## src/hw/psw_cfg.svh

```systemverilog
// What this block does
// (RQ1) Carry flag, bit 7, follows the ALU carry out of its top bit.
// (RQ2) Carry flag is the one-bit operand and result of Boolean bit instructions.
// (RQ3) Half carry flag, bit 6, set on carry from low nibble into high nibble.
// (RQ4) User flags in bits 5 and 1 change only by software.
// (RQ5) Bank select bits 4:3 pick register bank base 00h, 08h, 10h or 18h.
// (RQ6) Signed wrap flag, bit 2, set when carry into and out of top bit differ.
// (RQ7) Parity flag, bit 0, always shows odd parity of the accumulator; the register lags the accumulator by one clock.
// (RQ8) Software write updates every bit except parity, which follows the accumulator.
`ifndef PSW_CFG_SVH
`define PSW_CFG_SVH
// ==========================================
// register map and fields
`define PSW_ADDR_STATUS_WORD 8'hD0
`define PSW_BIT_CARRY        7
`define PSW_BIT_HALF_CARRY   6
`define PSW_BIT_USER_ZERO    5
`define PSW_BIT_BANK_HIGH    4
`define PSW_BIT_BANK_LOW     3
`define PSW_BIT_SIGNED_WRAP  2
`define PSW_BIT_USER_ONE     1
`define PSW_BIT_PARITY       0
`define PSW_RESET_VALUE      8'h00
`define PSW_BANK_STRIDE      5'h08
`endif

```

## src/hw/psw_pkg.sv

```systemverilog
package psw_pkg;
    // ==========================================
    // ALU operation kinds that touch the status word
    typedef enum logic [2:0] {
        PSW_OP_NONE,
        PSW_OP_ADD,
        PSW_OP_BIT_LOAD,
        PSW_OP_BIT_AND,
        PSW_OP_BIT_OR,
        PSW_OP_BIT_CPL
    } psw_op_t;
endpackage : psw_pkg

```

## src/hw/psw_status_word.sv

```systemverilog
// Added by the designer: strobed register access.
`timescale 1ns/1ns
`include "psw_cfg.svh"
module psw_status_word
    import psw_pkg::*;
(
    // clock and reset
    input  wire logic       clk,
    input  wire logic       rst,
    // register port
    input  wire logic [7:0] reg_addr,
    input  wire logic [7:0] reg_wdata,
    input  wire logic       reg_wr,
    input  wire logic       reg_rd,
    output logic      [7:0] reg_rdata,
    // alu side
    input  wire psw_op_t    alu_op,
    input  wire logic [7:0] alu_a,
    input  wire logic [7:0] alu_b,
    input  wire logic       alu_use_carry,
    input  wire logic       bit_operand,
    input  wire logic [7:0] acc_value,
    // flag outputs
    output logic            carry_flag,
    output logic            half_carry_flag,
    output logic            signed_wrap_flag,
    output logic            parity_flag,
    output logic            user_flag_zero,
    output logic            user_flag_one,
    output logic      [4:0] bank_base
);
    // ==========================================
    // arithmetic
    logic [7:0] word_reg;
    logic [7:0] word_next;
    logic       cin;
    logic [4:0] low_sum;
    logic [7:0] low7_sum;
    logic [8:0] full_sum;
    logic       wr_hit;
    logic       rd_hit;
    logic       bit_res;
    logic       is_bit_op;

    // carry chain split so nibble and bit-6 carries are visible
    assign cin      = alu_use_carry & word_reg[`PSW_BIT_CARRY];
    assign low_sum  = {1'b0, alu_a[3:0]} + {1'b0, alu_b[3:0]} + {4'h0, cin};
    assign low7_sum = {1'b0, alu_a[6:0]} + {1'b0, alu_b[6:0]} + {7'h00, cin};
    assign full_sum = {1'b0, alu_a} + {1'b0, alu_b} + {8'h00, cin};
    assign wr_hit   = reg_wr & (reg_addr == `PSW_ADDR_STATUS_WORD);
    assign rd_hit   = reg_rd & (reg_addr == `PSW_ADDR_STATUS_WORD);
    assign is_bit_op = (alu_op == PSW_OP_BIT_LOAD) | (alu_op == PSW_OP_BIT_AND)
                     | (alu_op == PSW_OP_BIT_OR) | (alu_op == PSW_OP_BIT_CPL);

    // boolean processor result on the carry flag
    always_comb begin
        case (alu_op)
            PSW_OP_BIT_LOAD: bit_res = bit_operand; // [RQ2]
            PSW_OP_BIT_AND:  bit_res = word_reg[`PSW_BIT_CARRY] & bit_operand; // [RQ2]
            PSW_OP_BIT_OR:   bit_res = word_reg[`PSW_BIT_CARRY] | bit_operand; // [RQ2]
            PSW_OP_BIT_CPL:  bit_res = ~word_reg[`PSW_BIT_CARRY]; // [RQ2]
            default:         bit_res = word_reg[`PSW_BIT_CARRY];
        endcase
    end

    // next word; software write wins over a same-cycle alu update
    always_comb begin
        word_next = word_reg;
        if (wr_hit) begin
            word_next = reg_wdata; // [RQ8]
        end else if (alu_op == PSW_OP_ADD) begin
            word_next[`PSW_BIT_CARRY]       = full_sum[8]; // [RQ1]
            word_next[`PSW_BIT_HALF_CARRY]  = low_sum[4]; // [RQ3]
            word_next[`PSW_BIT_SIGNED_WRAP] = full_sum[8] ^ low7_sum[7]; // [RQ6]
        end else if (is_bit_op) begin
            word_next[`PSW_BIT_CARRY] = bit_res; // [RQ2]
        end
        // user flags and bank bits untouched by alu paths [RQ4]
        word_next[`PSW_BIT_PARITY] = ^acc_value; // [RQ7]
    end

    // ==========================================
    // state and outputs, all registered
    always_ff @(posedge clk or posedge rst) begin
        if (rst) begin
            word_reg  <= `PSW_RESET_VALUE;
            reg_rdata <= 8'h00;
        end else begin
            word_reg  <= word_next;
            reg_rdata <= rd_hit ? word_reg : 8'h00;
        end
    end

    assign carry_flag       = word_reg[`PSW_BIT_CARRY];
    assign half_carry_flag  = word_reg[`PSW_BIT_HALF_CARRY];
    assign signed_wrap_flag = word_reg[`PSW_BIT_SIGNED_WRAP];
    assign parity_flag      = word_reg[`PSW_BIT_PARITY]; // parity lags acc by one cycle
    assign user_flag_zero   = word_reg[`PSW_BIT_USER_ZERO];
    assign user_flag_one    = word_reg[`PSW_BIT_USER_ONE];
    // bank base = select * 8 [RQ5]
    assign bank_base = {word_reg[`PSW_BIT_BANK_HIGH], word_reg[`PSW_BIT_BANK_LOW], 3'h0};

    // ==========================================
    // checks
    property p_carry_add;
        @(posedge clk) disable iff (rst)
        (alu_op == PSW_OP_ADD && !wr_hit) |=> carry_flag == $past(full_sum[8]);
    endproperty
    a_carry_add: assert property (p_carry_add) else $error("carry wrong after add"); // [RQ1]
    property p_bit_and;
        @(posedge clk) disable iff (rst)
        (alu_op == PSW_OP_BIT_AND && !wr_hit) |=> carry_flag == ($past(carry_flag) & $past(bit_operand));
    endproperty
    a_bit_and: assert property (p_bit_and) else $error("bit and result wrong"); // [RQ2]
    property p_half;
        @(posedge clk) disable iff (rst)
        (alu_op == PSW_OP_ADD && !wr_hit && !alu_use_carry && alu_a[3:0] == 4'hF && alu_b[3:0] != 4'h0)
        |=> half_carry_flag;
    endproperty
    a_half: assert property (p_half) else $error("half carry missed"); // [RQ3]
    property p_user;
        @(posedge clk) disable iff (rst)
        !wr_hit |=> $stable(user_flag_zero) && $stable(user_flag_one) && $stable(bank_base);
    endproperty
    a_user: assert property (p_user) else $error("user flag or bank changed without write"); // [RQ4]
    property p_bank;
        @(posedge clk) disable iff (rst)
        wr_hit |=> bank_base == ($past(reg_wdata[4:3]) * 5'h08);
    endproperty
    a_bank: assert property (p_bank) else $error("bank base wrong"); // [RQ5]
    property p_wrap;
        @(posedge clk) disable iff (rst)
        (alu_op == PSW_OP_ADD && !wr_hit && !alu_use_carry && alu_a == 8'h7F && alu_b == 8'h01)
        |=> signed_wrap_flag && !carry_flag;
    endproperty
    a_wrap: assert property (p_wrap) else $error("signed wrap missed"); // [RQ6]
    property p_parity;
        @(posedge clk) disable iff (rst)
        1'b1 |=> parity_flag == ^$past(acc_value);
    endproperty
    a_parity: assert property (p_parity) else $error("parity wrong"); // [RQ7]
    property p_write;
        @(posedge clk) disable iff (rst)
        wr_hit |=> word_reg[7:1] == $past(reg_wdata[7:1]);
    endproperty
    a_write: assert property (p_write) else $error("write not stored"); // [RQ8]

    // ==========================================
    // further checks, one per corner of each flag rule

    // an idle cycle must not disturb the carry
    property p_carry_idle;
        @(posedge clk) disable iff (rst)
        (alu_op == PSW_OP_NONE && !wr_hit) |=> $stable(carry_flag);
    endproperty
    a_carry_idle: assert property (p_carry_idle) else $error("carry moved while idle"); // [RQ1]

    // zero plus anything below 100h can never carry
    property p_carry_clear;
        @(posedge clk) disable iff (rst)
        (alu_op == PSW_OP_ADD && !wr_hit && !alu_use_carry && alu_a == 8'h00) |=> !carry_flag;
    endproperty
    a_carry_clear: assert property (p_carry_clear) else $error("carry set without carry out"); // [RQ1]

    // largest byte plus one wraps and must carry
    property p_carry_set;
        @(posedge clk) disable iff (rst)
        (alu_op == PSW_OP_ADD && !wr_hit && alu_a == 8'hFF && alu_b == 8'h01) |=> carry_flag;
    endproperty
    a_carry_set: assert property (p_carry_set) else $error("carry out missed"); // [RQ1]

    // old carry fed back as carry-in completes the wrap
    property p_carry_in;
        @(posedge clk) disable iff (rst)
        (alu_op == PSW_OP_ADD && !wr_hit && alu_use_carry && carry_flag && alu_a == 8'hFF && alu_b == 8'h00)
        |=> carry_flag;
    endproperty
    a_carry_in: assert property (p_carry_in) else $error("carry-in ignored"); // [RQ1]

    // bit load copies the operand into the carry
    property p_bit_load;
        @(posedge clk) disable iff (rst)
        (alu_op == PSW_OP_BIT_LOAD && !wr_hit) |=> carry_flag == $past(bit_operand);
    endproperty
    a_bit_load: assert property (p_bit_load) else $error("bit load result wrong"); // [RQ2]

    // bit or merges operand into the carry
    property p_bit_or;
        @(posedge clk) disable iff (rst)
        (alu_op == PSW_OP_BIT_OR && !wr_hit) |=> carry_flag == ($past(carry_flag) | $past(bit_operand));
    endproperty
    a_bit_or: assert property (p_bit_or) else $error("bit or result wrong"); // [RQ2]

    // complement always flips the carry
    property p_bit_cpl;
        @(posedge clk) disable iff (rst)
        (alu_op == PSW_OP_BIT_CPL && !wr_hit) |=> carry_flag != $past(carry_flag);
    endproperty
    a_bit_cpl: assert property (p_bit_cpl) else $error("bit complement wrong"); // [RQ2]

    // bit ops only touch the carry, arithmetic flags stay
    property p_bit_keep;
        @(posedge clk) disable iff (rst)
        (is_bit_op && !wr_hit) |=> $stable(half_carry_flag) && $stable(signed_wrap_flag);
    endproperty
    a_bit_keep: assert property (p_bit_keep) else $error("bit op touched other flags"); // [RQ2]

    // low nibble of zero cannot carry into the high nibble
    property p_half_clear;
        @(posedge clk) disable iff (rst)
        (alu_op == PSW_OP_ADD && !wr_hit && !alu_use_carry && alu_a[3:0] == 4'h0) |=> !half_carry_flag;
    endproperty
    a_half_clear: assert property (p_half_clear) else $error("half carry set falsely"); // [RQ3]

    // nibble sum above 0Fh, worked out independently of the adder
    property p_half_exact;
        @(posedge clk) disable iff (rst)
        (alu_op == PSW_OP_ADD && !wr_hit)
        |=> half_carry_flag == (({1'b0, $past(alu_a[3:0])} + {1'b0, $past(alu_b[3:0])}
                                 + {4'h0, $past(cin)}) > 5'h0F);
    endproperty
    a_half_exact: assert property (p_half_exact) else $error("half carry mismatch"); // [RQ3]

    // carry-in alone can push a full nibble over
    property p_half_cin;
        @(posedge clk) disable iff (rst)
        (alu_op == PSW_OP_ADD && !wr_hit && alu_use_carry && carry_flag && alu_a[3:0] == 4'hF)
        |=> half_carry_flag;
    endproperty
    a_half_cin: assert property (p_half_cin) else $error("half carry from carry-in missed"); // [RQ3]

    // idle cycles leave the half carry alone
    property p_half_idle;
        @(posedge clk) disable iff (rst)
        (alu_op == PSW_OP_NONE && !wr_hit) |=> $stable(half_carry_flag);
    endproperty
    a_half_idle: assert property (p_half_idle) else $error("half carry moved while idle"); // [RQ3]

    // software owns the user flags
    property p_user_write;
        @(posedge clk) disable iff (rst)
        wr_hit |=> user_flag_zero == $past(reg_wdata[5]) && user_flag_one == $past(reg_wdata[1]);
    endproperty
    a_user_write: assert property (p_user_write) else $error("user flag write lost"); // [RQ4]

    // top bank sits at 18h
    property p_bank_top;
        @(posedge clk) disable iff (rst)
        (wr_hit && reg_wdata[4:3] == 2'h3) |=> bank_base == 5'h18;
    endproperty
    a_bank_top: assert property (p_bank_top) else $error("bank three base wrong"); // [RQ5]

    // bottom bank sits at 00h
    property p_bank_zero;
        @(posedge clk) disable iff (rst)
        (wr_hit && reg_wdata[4:3] == 2'h0) |=> bank_base == 5'h00;
    endproperty
    a_bank_zero: assert property (p_bank_zero) else $error("bank zero base wrong"); // [RQ5]

    // two negatives that give a positive: carry out set, wrap set
    property p_wrap_neg;
        @(posedge clk) disable iff (rst)
        (alu_op == PSW_OP_ADD && !wr_hit && !alu_use_carry && alu_a == 8'h80 && alu_b == 8'h80)
        |=> signed_wrap_flag && carry_flag;
    endproperty
    a_wrap_neg: assert property (p_wrap_neg) else $error("negative wrap missed"); // [RQ6]

    // small positives never wrap
    property p_wrap_none;
        @(posedge clk) disable iff (rst)
        (alu_op == PSW_OP_ADD && !wr_hit && !alu_use_carry && alu_a == 8'h01 && alu_b == 8'h01)
        |=> !signed_wrap_flag;
    endproperty
    a_wrap_none: assert property (p_wrap_none) else $error("wrap set falsely"); // [RQ6]

    // sign rule: like signs in, other sign out
    property p_wrap_sign;
        @(posedge clk) disable iff (rst)
        (alu_op == PSW_OP_ADD && !wr_hit)
        |=> signed_wrap_flag == (($past(alu_a[7]) == $past(alu_b[7])) && ($past(full_sum[7]) != $past(alu_a[7])));
    endproperty
    a_wrap_sign: assert property (p_wrap_sign) else $error("wrap disagrees with sign rule"); // [RQ6]

    // a written parity bit is ignored
    property p_parity_write;
        @(posedge clk) disable iff (rst)
        wr_hit |=> parity_flag == ^$past(acc_value);
    endproperty
    a_parity_write: assert property (p_parity_write) else $error("written parity kept"); // [RQ8]

    // software write beats a same-cycle add
    property p_write_wins;
        @(posedge clk) disable iff (rst)
        (wr_hit && alu_op == PSW_OP_ADD) |=> carry_flag == $past(reg_wdata[7]);
    endproperty
    a_write_wins: assert property (p_write_wins) else $error("alu beat software write"); // [RQ8]

    // read data is the word as it stood at the strobe
    property p_read_data;
        @(posedge clk) disable iff (rst)
        rd_hit |=> reg_rdata == $past(word_reg);
    endproperty
    a_read_data: assert property (p_read_data) else $error("read data wrong"); // [RQ8]

    // read data only stands for one cycle, zero otherwise
    property p_read_idle;
        @(posedge clk) disable iff (rst)
        !rd_hit |=> reg_rdata == 8'h00;
    endproperty
    a_read_idle: assert property (p_read_idle) else $error("read data outside read"); // [RQ8]
endmodule : psw_status_word

```

## config.mk

```make
export PLATFORM = sky130hd
export DESIGN_NAME = psw_status_word
export DESIGN_NICKNAME = d
export VERILOG_FILES = /design/src/hw/psw_pkg.sv /design/src/hw/psw_status_word.sv
export VERILOG_INCLUDE_DIRS = /design/src /design/src/hw
export SDC_FILE = /design/constraint.sdc
export NUM_CORES = 1
export LEC_CHECK = 0
export BUFFER_PORTS_ARGS = -buffer_cell sky130_fd_sc_hd__buf_2
export CORE_MARGIN = 2
export CORE_UTILIZATION = 40
export DETAILED_ROUTE_END_ITERATION = 8
export GPL_ROUTABILITY_DRIVEN = 0
export PLACE_DENSITY_LB_ADDON = 0.15
export RECOVER_POWER = 50
export SLEW_MARGIN = 30
export SYNTH_ARGS = -nofsm -noshare
export SYNTH_HDL_FRONTEND = slang
export SYNTH_SLANG_ARGS = --single-unit
```

## constraint.sdc

```tcl
create_clock -name clk -period 2.4 [get_ports clk]
set_input_delay 0.12 -clock clk [delete_from_list [all_inputs] [get_ports clk]]
set_output_delay 0.12 -clock clk [all_outputs]
set_load 0.05 [all_outputs]
```

; ---- Word level (Yosys, flattened, before mapping)
; Index checks and enable logic that the tools add are counted.
[op_classes]
n_eq_ne = 6
reduce_logical = 5
muxes = 8
n_addsub = 6
n_bitwise = 10
[op_table]
columns = cell, n
row1 = $add 8x8->9, 1
row2 = $add 9x1->9, 1
row3 = $add 7x7->8, 1
row4 = $add 8x1->8, 1
row5 = $eq 8x8->1 const B, 1
row6 = $mux 8, 1
row7 = $reduce_xor 8->1, 1
row8 = $eq 3x2->1 const B, 2
row9 = $eq 3x3->1 const B, 2
row10 = $reduce_bool 6->1, 1
row11 = $add 4x4->5, 1
row12 = $add 5x1->5, 1
row13 = $mux 1, 5
row14 = $and 1x1->1, 4
row15 = $or 1x1->1, 4
row16 = $pmux 1 s4, 1
row17 = $eq 3x1->1 const B, 1
row18 = $reduce_bool 3->1, 1
row19 = $mux 2, 1
row20 = $reduce_and 2->1, 1
row21 = $reduce_bool 2->1, 1
row22 = $not 1->1, 1
row23 = $xor 1x1->1, 1
[word_totals]
register_bits = 16
in_bits = 49
output_inout_bits = 19

; ---- Longest topological paths before layout
; Gate-level depths: netlist (run 1).
[depth]
ltp_word = 7
ltp_mapped = 7
mapped_depth_nobuf = 7

; ---- Least setup slack after synthesis (run 1)
; OpenSTA, ideal clock, no wires.
[synth_path]
path_type = register to register
startpoint = reg word_reg[7]
endpoint = reg word_reg[7]
stages_incl_launch_ff = 6
t_arrival_ps = 1501
slack_ps = 778
n_path_buf = 0
setup_time_ps = 121
path_cell_list = dfrtp_1 > nand3_1 > a22oi_1 > a211oi_1 > o311ai_1 > a32o_2
[synth_via]
elab_chain_len = 5
[synth_lines]
columns = item, line
row1 = "start, declared", psw_status_word.sv:34  ; logic [7:0] word_reg;
row2 = "start signal, assigned", psw_status_word.sv:86  ; word_reg <= `PSW_RESET_VALUE;
row3 = "start signal, assigned", psw_status_word.sv:89  ; word_reg <= word_next;
row4 = "parallel branches: the longest is 3 deep, another holds $add 9x1->9", --
row5 = $mux 1 *, psw_status_word.sv:71  ; end else if (alu_op == PSW_OP_ADD) begin
row6 = $mux 2 *, psw_status_word.sv:69  ; if (wr_hit) begin
; Every way passes the cells marked *. The select of a mux whose other input is x is not followed.
; A chain may end at the register's enable or synchronous reset.

; ---- Final worst setup path (run 1)
; Ends and elaborated chain as after synthesis.

==> qor.yml, run 1 <==
run_status: "finished clean"
yosys-top-cells-area: "dfrtp_1 39%, ha_1 11%, mux2_2 5.5%, xnor2_1 5.2%, and2_1 4.9%"
min_period_over_period: 0.652
yosysMostFrequentCell: "dfrtp_1"
hold_path_class: "in2reg"
synth_edf_count: 0
slew_violations: 0
syn_avg_cell_area_um2: 10.5
synth_cell_types: 33
critPathLaunchType: "flip-flop"
netlist_instances: 97
nNetsFinal: 221
htreeDepth: 1
first_iter_violations: 6
ant_nets: 0
whs_path_depth: 2
fill_cells: 247
cts_tree: "built"
fin_tns_setup_ns: 0
clock_skew_ns: 0.00597
synth_xor_area_frac: 0.0603
rr_worst_depth: 5
async_reset_ff_frac: 1.00
reg2reg_from: "word_reg[7]"
yosys-top-cells-count: "16 x dfrtp_1, 9 x ha_1, 8 x and2_1"
worstPathRequired_ns: 2.57
start_util: 0.418
cp-end-kind: "flip-flop"
diodes: 0
ys_seq_area_frac: 0.394
cts_root_buf: "clkbuf_4"
post_drt_wl_per_cell_um: 11.6
synth_fa_ha_area_frac: 0.111
finalSetupViolations: 0
clk_latency_ns: 0.27
path_max_fanout: 6
rsz0062_at_grt: "no"
synth-main-ff-cell: "dfrtp_1"
worstSetupPathType: "reg2reg"
cts-resized-gates: 0
area_delta_synth_final_pct: 34.5
relSlewSlack: 0.620
routed_via_density: 5.06
worstHoldStart: "reg_wdata[6]"
cp.arrival_ns: 1.73
fin_crit_ns: 1.56
syn-cell-area_um2: 1020
fmax_ghz: 0.640
vias: 966
cap_violations: 0
post-dp-hpwl_mm: 1.84
wirelength_mm: 2.22
grt_pass1_vias: 901
grt_usage: 0.162
portBuffers: 63
die_x_um: 54.4
ir_drop_mv: 0.337
yosys_warnings: 0
cts_hold_buf: 1
synth.ff_latch_count: 16
hold_violations: 0
core_um2: 2430
cts_sinks: 16
timing.rr.end: "word_reg[7]"
grt_pass1_wl_mm: 3.50
ioPinCount: 68
placed_area_um2: 1340
std_cell_rows: 18
post_cts.repair.setup_buffers: 0
drive_gt1_frac: 0.460
finish.utilization: 0.562
rrSetupSlack_ns: 0.84
tightest_slew_ns: 0.570
leakage_nw: 0.761
grt_max_degree: 17
synth-simple-area-share: 0.188
hold_end: "word_reg[6]"
clk_pin_slew_ns: 0.08
fin_area_um2: 1370
cts_buffers: 3
p_per_area_nw_per_um2: 504
yosys.area.top_type: "dfrtp_1"
synth-compound-area-share: 0.134
die-area_um2: 2960
overflow: 0
remaining_drc_errors: 0
synth_top_area_frac: 0.394
cts_buffer_depth: 2
synth_top_family_by_area: "simple AND/OR/NAND/NOR gates"
synthMuxAreaShare: 0.0554
drtPass1Iterations: 4
antenna_found_initial: 0
die_h_um: 54.4
==> area by class of cell <==
class                      count  area [um^2]  share of cell area
clock buffer                   3         22.5              0.0165
inverter                       5         18.8              0.0137
multi-input combinational     73          563               0.412
sequential                    16          400               0.293
tap                           30         37.5              0.0275
timing repair buffer          64          324               0.237
==> report_power, final <==
part	internal [mW]	leakage, nW	switching, mW	total (mW)
logic	0.0935	0.531	0.157	0.250
registers	0.290	0.217	0.0182	0.308
clock network	0.0581	0.0138	0.0717	0.130
==> critical path: stages, from the launching register on <==
cell	delay, ns
dfrtp_1	0.47
nand3_1	0.12
a22oi_1	0.10
a211oi_1	0.38
o311ai_1	0.13
a32o_2	0.26
==> layout by cell type, fill, tap and decap left out, types with 4 or more instances in the layout <==
| cell type | instances |
|---|---|
| dfrtp_1 | 16 |
| inv_1 | 5 |
| xnor2_1 | 6 |
| and2_1 | 5 |
| nand3_1 | 4 |
| o21ai_0 | 4 |
| nor2_1 | 4 |
| nand2_1 | 4 |
| buf_2 | 62 |
| ha_1 | 9 |
| mux2_2 | 5 |
==> how the worst max path moves through the flow <==
stage | cells past startpoint | slack, ns | startpoint | end
floorplan | 5 | 0.78 | word_reg[7] | word_reg[7]
global placement | 7 | 0.78 | alu_a[1] | word_reg[7]
detailed placement | 7 | 0.74 | alu_a[6] | word_reg[7]
CTS | 5 | 0.83 | word_reg[7] | word_reg[7]
global route | 5 | 0.69 | word_reg[7] | word_reg[7]
finish | 5 | 0.84 | word_reg[7] | word_reg[7]
==> logic make-up after synthesis <==
family                   Yosys count
AO/OA/AOI/OAI                     19
XOR/XNOR                           7
adder cells (fa/ha/maj)            9
buffers and inverters             10
flip-flops                        16
multiplexers                       5
other                              1
AND/OR/NAND/NOR                   30
==> per-stage QoR <==
stage | setup slack, ns | hold WS, ns | cells | total power, mW
4_1_cts | 0.825 | 0.0677 | 191 | 0.697
3_5_place_dp | 0.741 | 0.206 | 187 | 0.563
3_3_place_gp | 0.777 | 0.200 | 187 | 0.555
5_1_grt | 0.688 | 0.0646 | 191 | 0.729
6_report | 0.836 | 0.0717 | 191 | 0.688
2_1_floorplan | 0.778 | 0.0337 | 99 | 0.484
==> metal layers <==
metal  vias up  GRT usage  wire length [um]  part of all wire
met1       442      0.175               870              0.39
met3         2     0.0355               212             0.096
li1        476          -                 -                 -
met5         -          0                 0                 0
met2        46      0.297              1110              0.50
met4         0     0.0750                22            0.0099
Power figures use the tool's default switching activity.
==> run 2, diff against run 1 <==
- CORE_UTILIZATION: 40 -> 37
- clock period: 2.4 -> 1.3 ns (I/O delays scaled with it)
==> run 2 against run 1 <==
  * Clock skew shrank 0.0055 ns
  * Via count shrank 1.7%
  * Fmax grew 23%
  * Register-to-register slack got worse by 0.81 ns
  * Largest power group unchanged
  * Highest routed layer unchanged
==> qor.yml, run 2 (synthesized netlist as in run 1, its figures left out) <==
ioPinCount: 68  # unchanged
cts_buffer_depth: 2  # unchanged
rsz0062_at_grt: "yes"
start_util: 0.378  # -0.0395
rrSetupSlack_ns: 0.03  # -0.81 ns
post-dp-hpwl_mm: 1.86  # +1.2%
htreeDepth: 1  # unchanged
final_cell_mix: "63 x buf_2, 15 x dfrtp_1, 9 x ha_1"
worstHoldStart: "reg_wdata[1]"
path_max_fanout: 3  # -3
grt_pass1_vias: 931  # +3.3%
min_period_over_period: 0.980  # +0.328
worstSetupPathType: "reg2reg"
die_x_um: 56.4  # +3.7%
drive_gt1_frac: 0.521  # +0.0611
finalSetupViolations: 0  # unchanged
fin_area_um2: 1450  # +6.3%
cp-end-kind: "flip-flop"
place_worst_setup_slack_ns: -0.181  # -0.922 ns
vias: 950  # -1.7%
cts_buffers: 3  # unchanged
final_common_cell: "buf_2"
area_delta_synth_final_pct: 43.0
cap_violations: 0  # unchanged
hold_end: "word_reg[1]"
drtPass1Iterations: 4  # unchanged
slew_violations: 0  # unchanged
reg2reg_from: "word_reg[7]"
cts_sinks: 16  # unchanged
run_status: "finished clean"
core_um2: 2690  # +10%
post_drt_wl_per_cell_um: 10.8  # -6.5%
fin_tns_setup_ns: 0  # unchanged
die-area_um2: 3180  # +7.5%
clk_latency_ns: 0.28  # about the same
relSlewSlack: 0.613  # -0.00667
post_cts.repair.setup_buffers: 0  # unchanged
first_iter_violations: 12  # +6
hold_path_class: "in2reg"
tightest_slew_ns: 0.580  # +0.00999 ns
ant_nets: 0  # unchanged
placed_area_um2: 1410  # +5.2%
finish.utilization: 0.541  # -0.0210
cp.arrival_ns: 1.45  # -0.28 ns
clk_pin_slew_ns: 0.09  # about the same
grt_pass1_wl_mm: 3.81  # +8.9%
worstPathRequired_ns: 1.47  # -1.10 ns
diodes: 0  # unchanged
portBuffers: 63  # unchanged
overflow: 0  # unchanged
remaining_drc_errors: 0  # unchanged
hold_violations: 0  # unchanged
nNetsFinal: 228  # +3.2%
p_per_area_nw_per_um2: 908  # +80%
critPathLaunchType: "flip-flop"
timing.rr.end: "word_reg[7]"
cts_root_buf: "clkbuf_4"
die_h_um: 56.4  # +3.7%
std_cell_rows: 19  # +1
fin_crit_ns: 1.27  # -0.290 ns
grt_usage: 0.152  # -0.00992
routed_via_density: 4.75  # -6.1%
grt_max_degree: 17  # unchanged
rr_worst_depth: 5  # unchanged
fin_ws_ns: 0.0265  # -0.810 ns
cts_tree: "built"
clock_skew_ns: 0.000503  # -0.00547 ns
leakage_nw: 0.801  # +5.2%
whs_path_depth: 2  # unchanged
fmax_ghz: 0.785  # +23%
ir_drop_mv: 0.579  # +72%
antenna_found_initial: 0  # unchanged
wirelength_mm: 2.17  # -2.1%
[run 2: timing repair]
action	4_1_cts	5_1_grt
endpoints found under the hold margin	16	0
gates resized for setup	0	1
hold buffers	1	0
setup endpoints to repair	0	1
[run 2: layout make-up]
class,instances,area (um^2)
Sequential cell,16,402
Clock buffer,4,26.3
Multi-Input combinational cell,73,589
Tap cell,31,38.8
Fill cell,268,1230
Inverter,5,18.8
Timing Repair Buffer,71,378
[run 2: critical path, cell delays in order, from the launching register on]
cell and delay (ns):
dfrtp_2 0.42, nand3_2 0.06, a22oi_2 0.08, a211oi_2 0.24, o311ai_1 0.12, a32o_2 0.24
[run 2: worst max path at each step]
stage,from,endpoint,slack [ns],cells past startpoint
final,word_reg[7],word_reg[7],0.03,5
after global routing,word_reg[7],word_reg[7],-0.07,5
after CTS,word_reg[7],word_reg[7],0.01,5
after detailed placement,alu_a[6],word_reg[7],-0.18,7
after global placement,alu_a[6],word_reg[7],-0.14,7
after floorplan,word_reg[7],word_reg[7],-0.07,5
[run 2: routing by layer]
metal	wire length [um]	track usage
met5	0	0
met4	31	0.0612
met3	127	0.0346
met2	1130	0.274
met1	877	0.172
[run 2: report_power, final]
part	switching (mW)	internal (mW)
Combinational	0.307	0.198
Clock	0.139	0.119
Sequential	0.0213	0.536
[run 2: metrics by stage]
stage | hold WS [ns] | power, mW | std cells
after floorplan | -0.0213 | 0.904 | 99
after global placement | 0.147 | 1.06 | 195
after detailed placement | 0.150 | 1.07 | 195
after CTS | 0.00733 | 1.34 | 200
after global routing | 0.00999 | 1.41 | 200
final | 0.0155 | 1.32 | 200
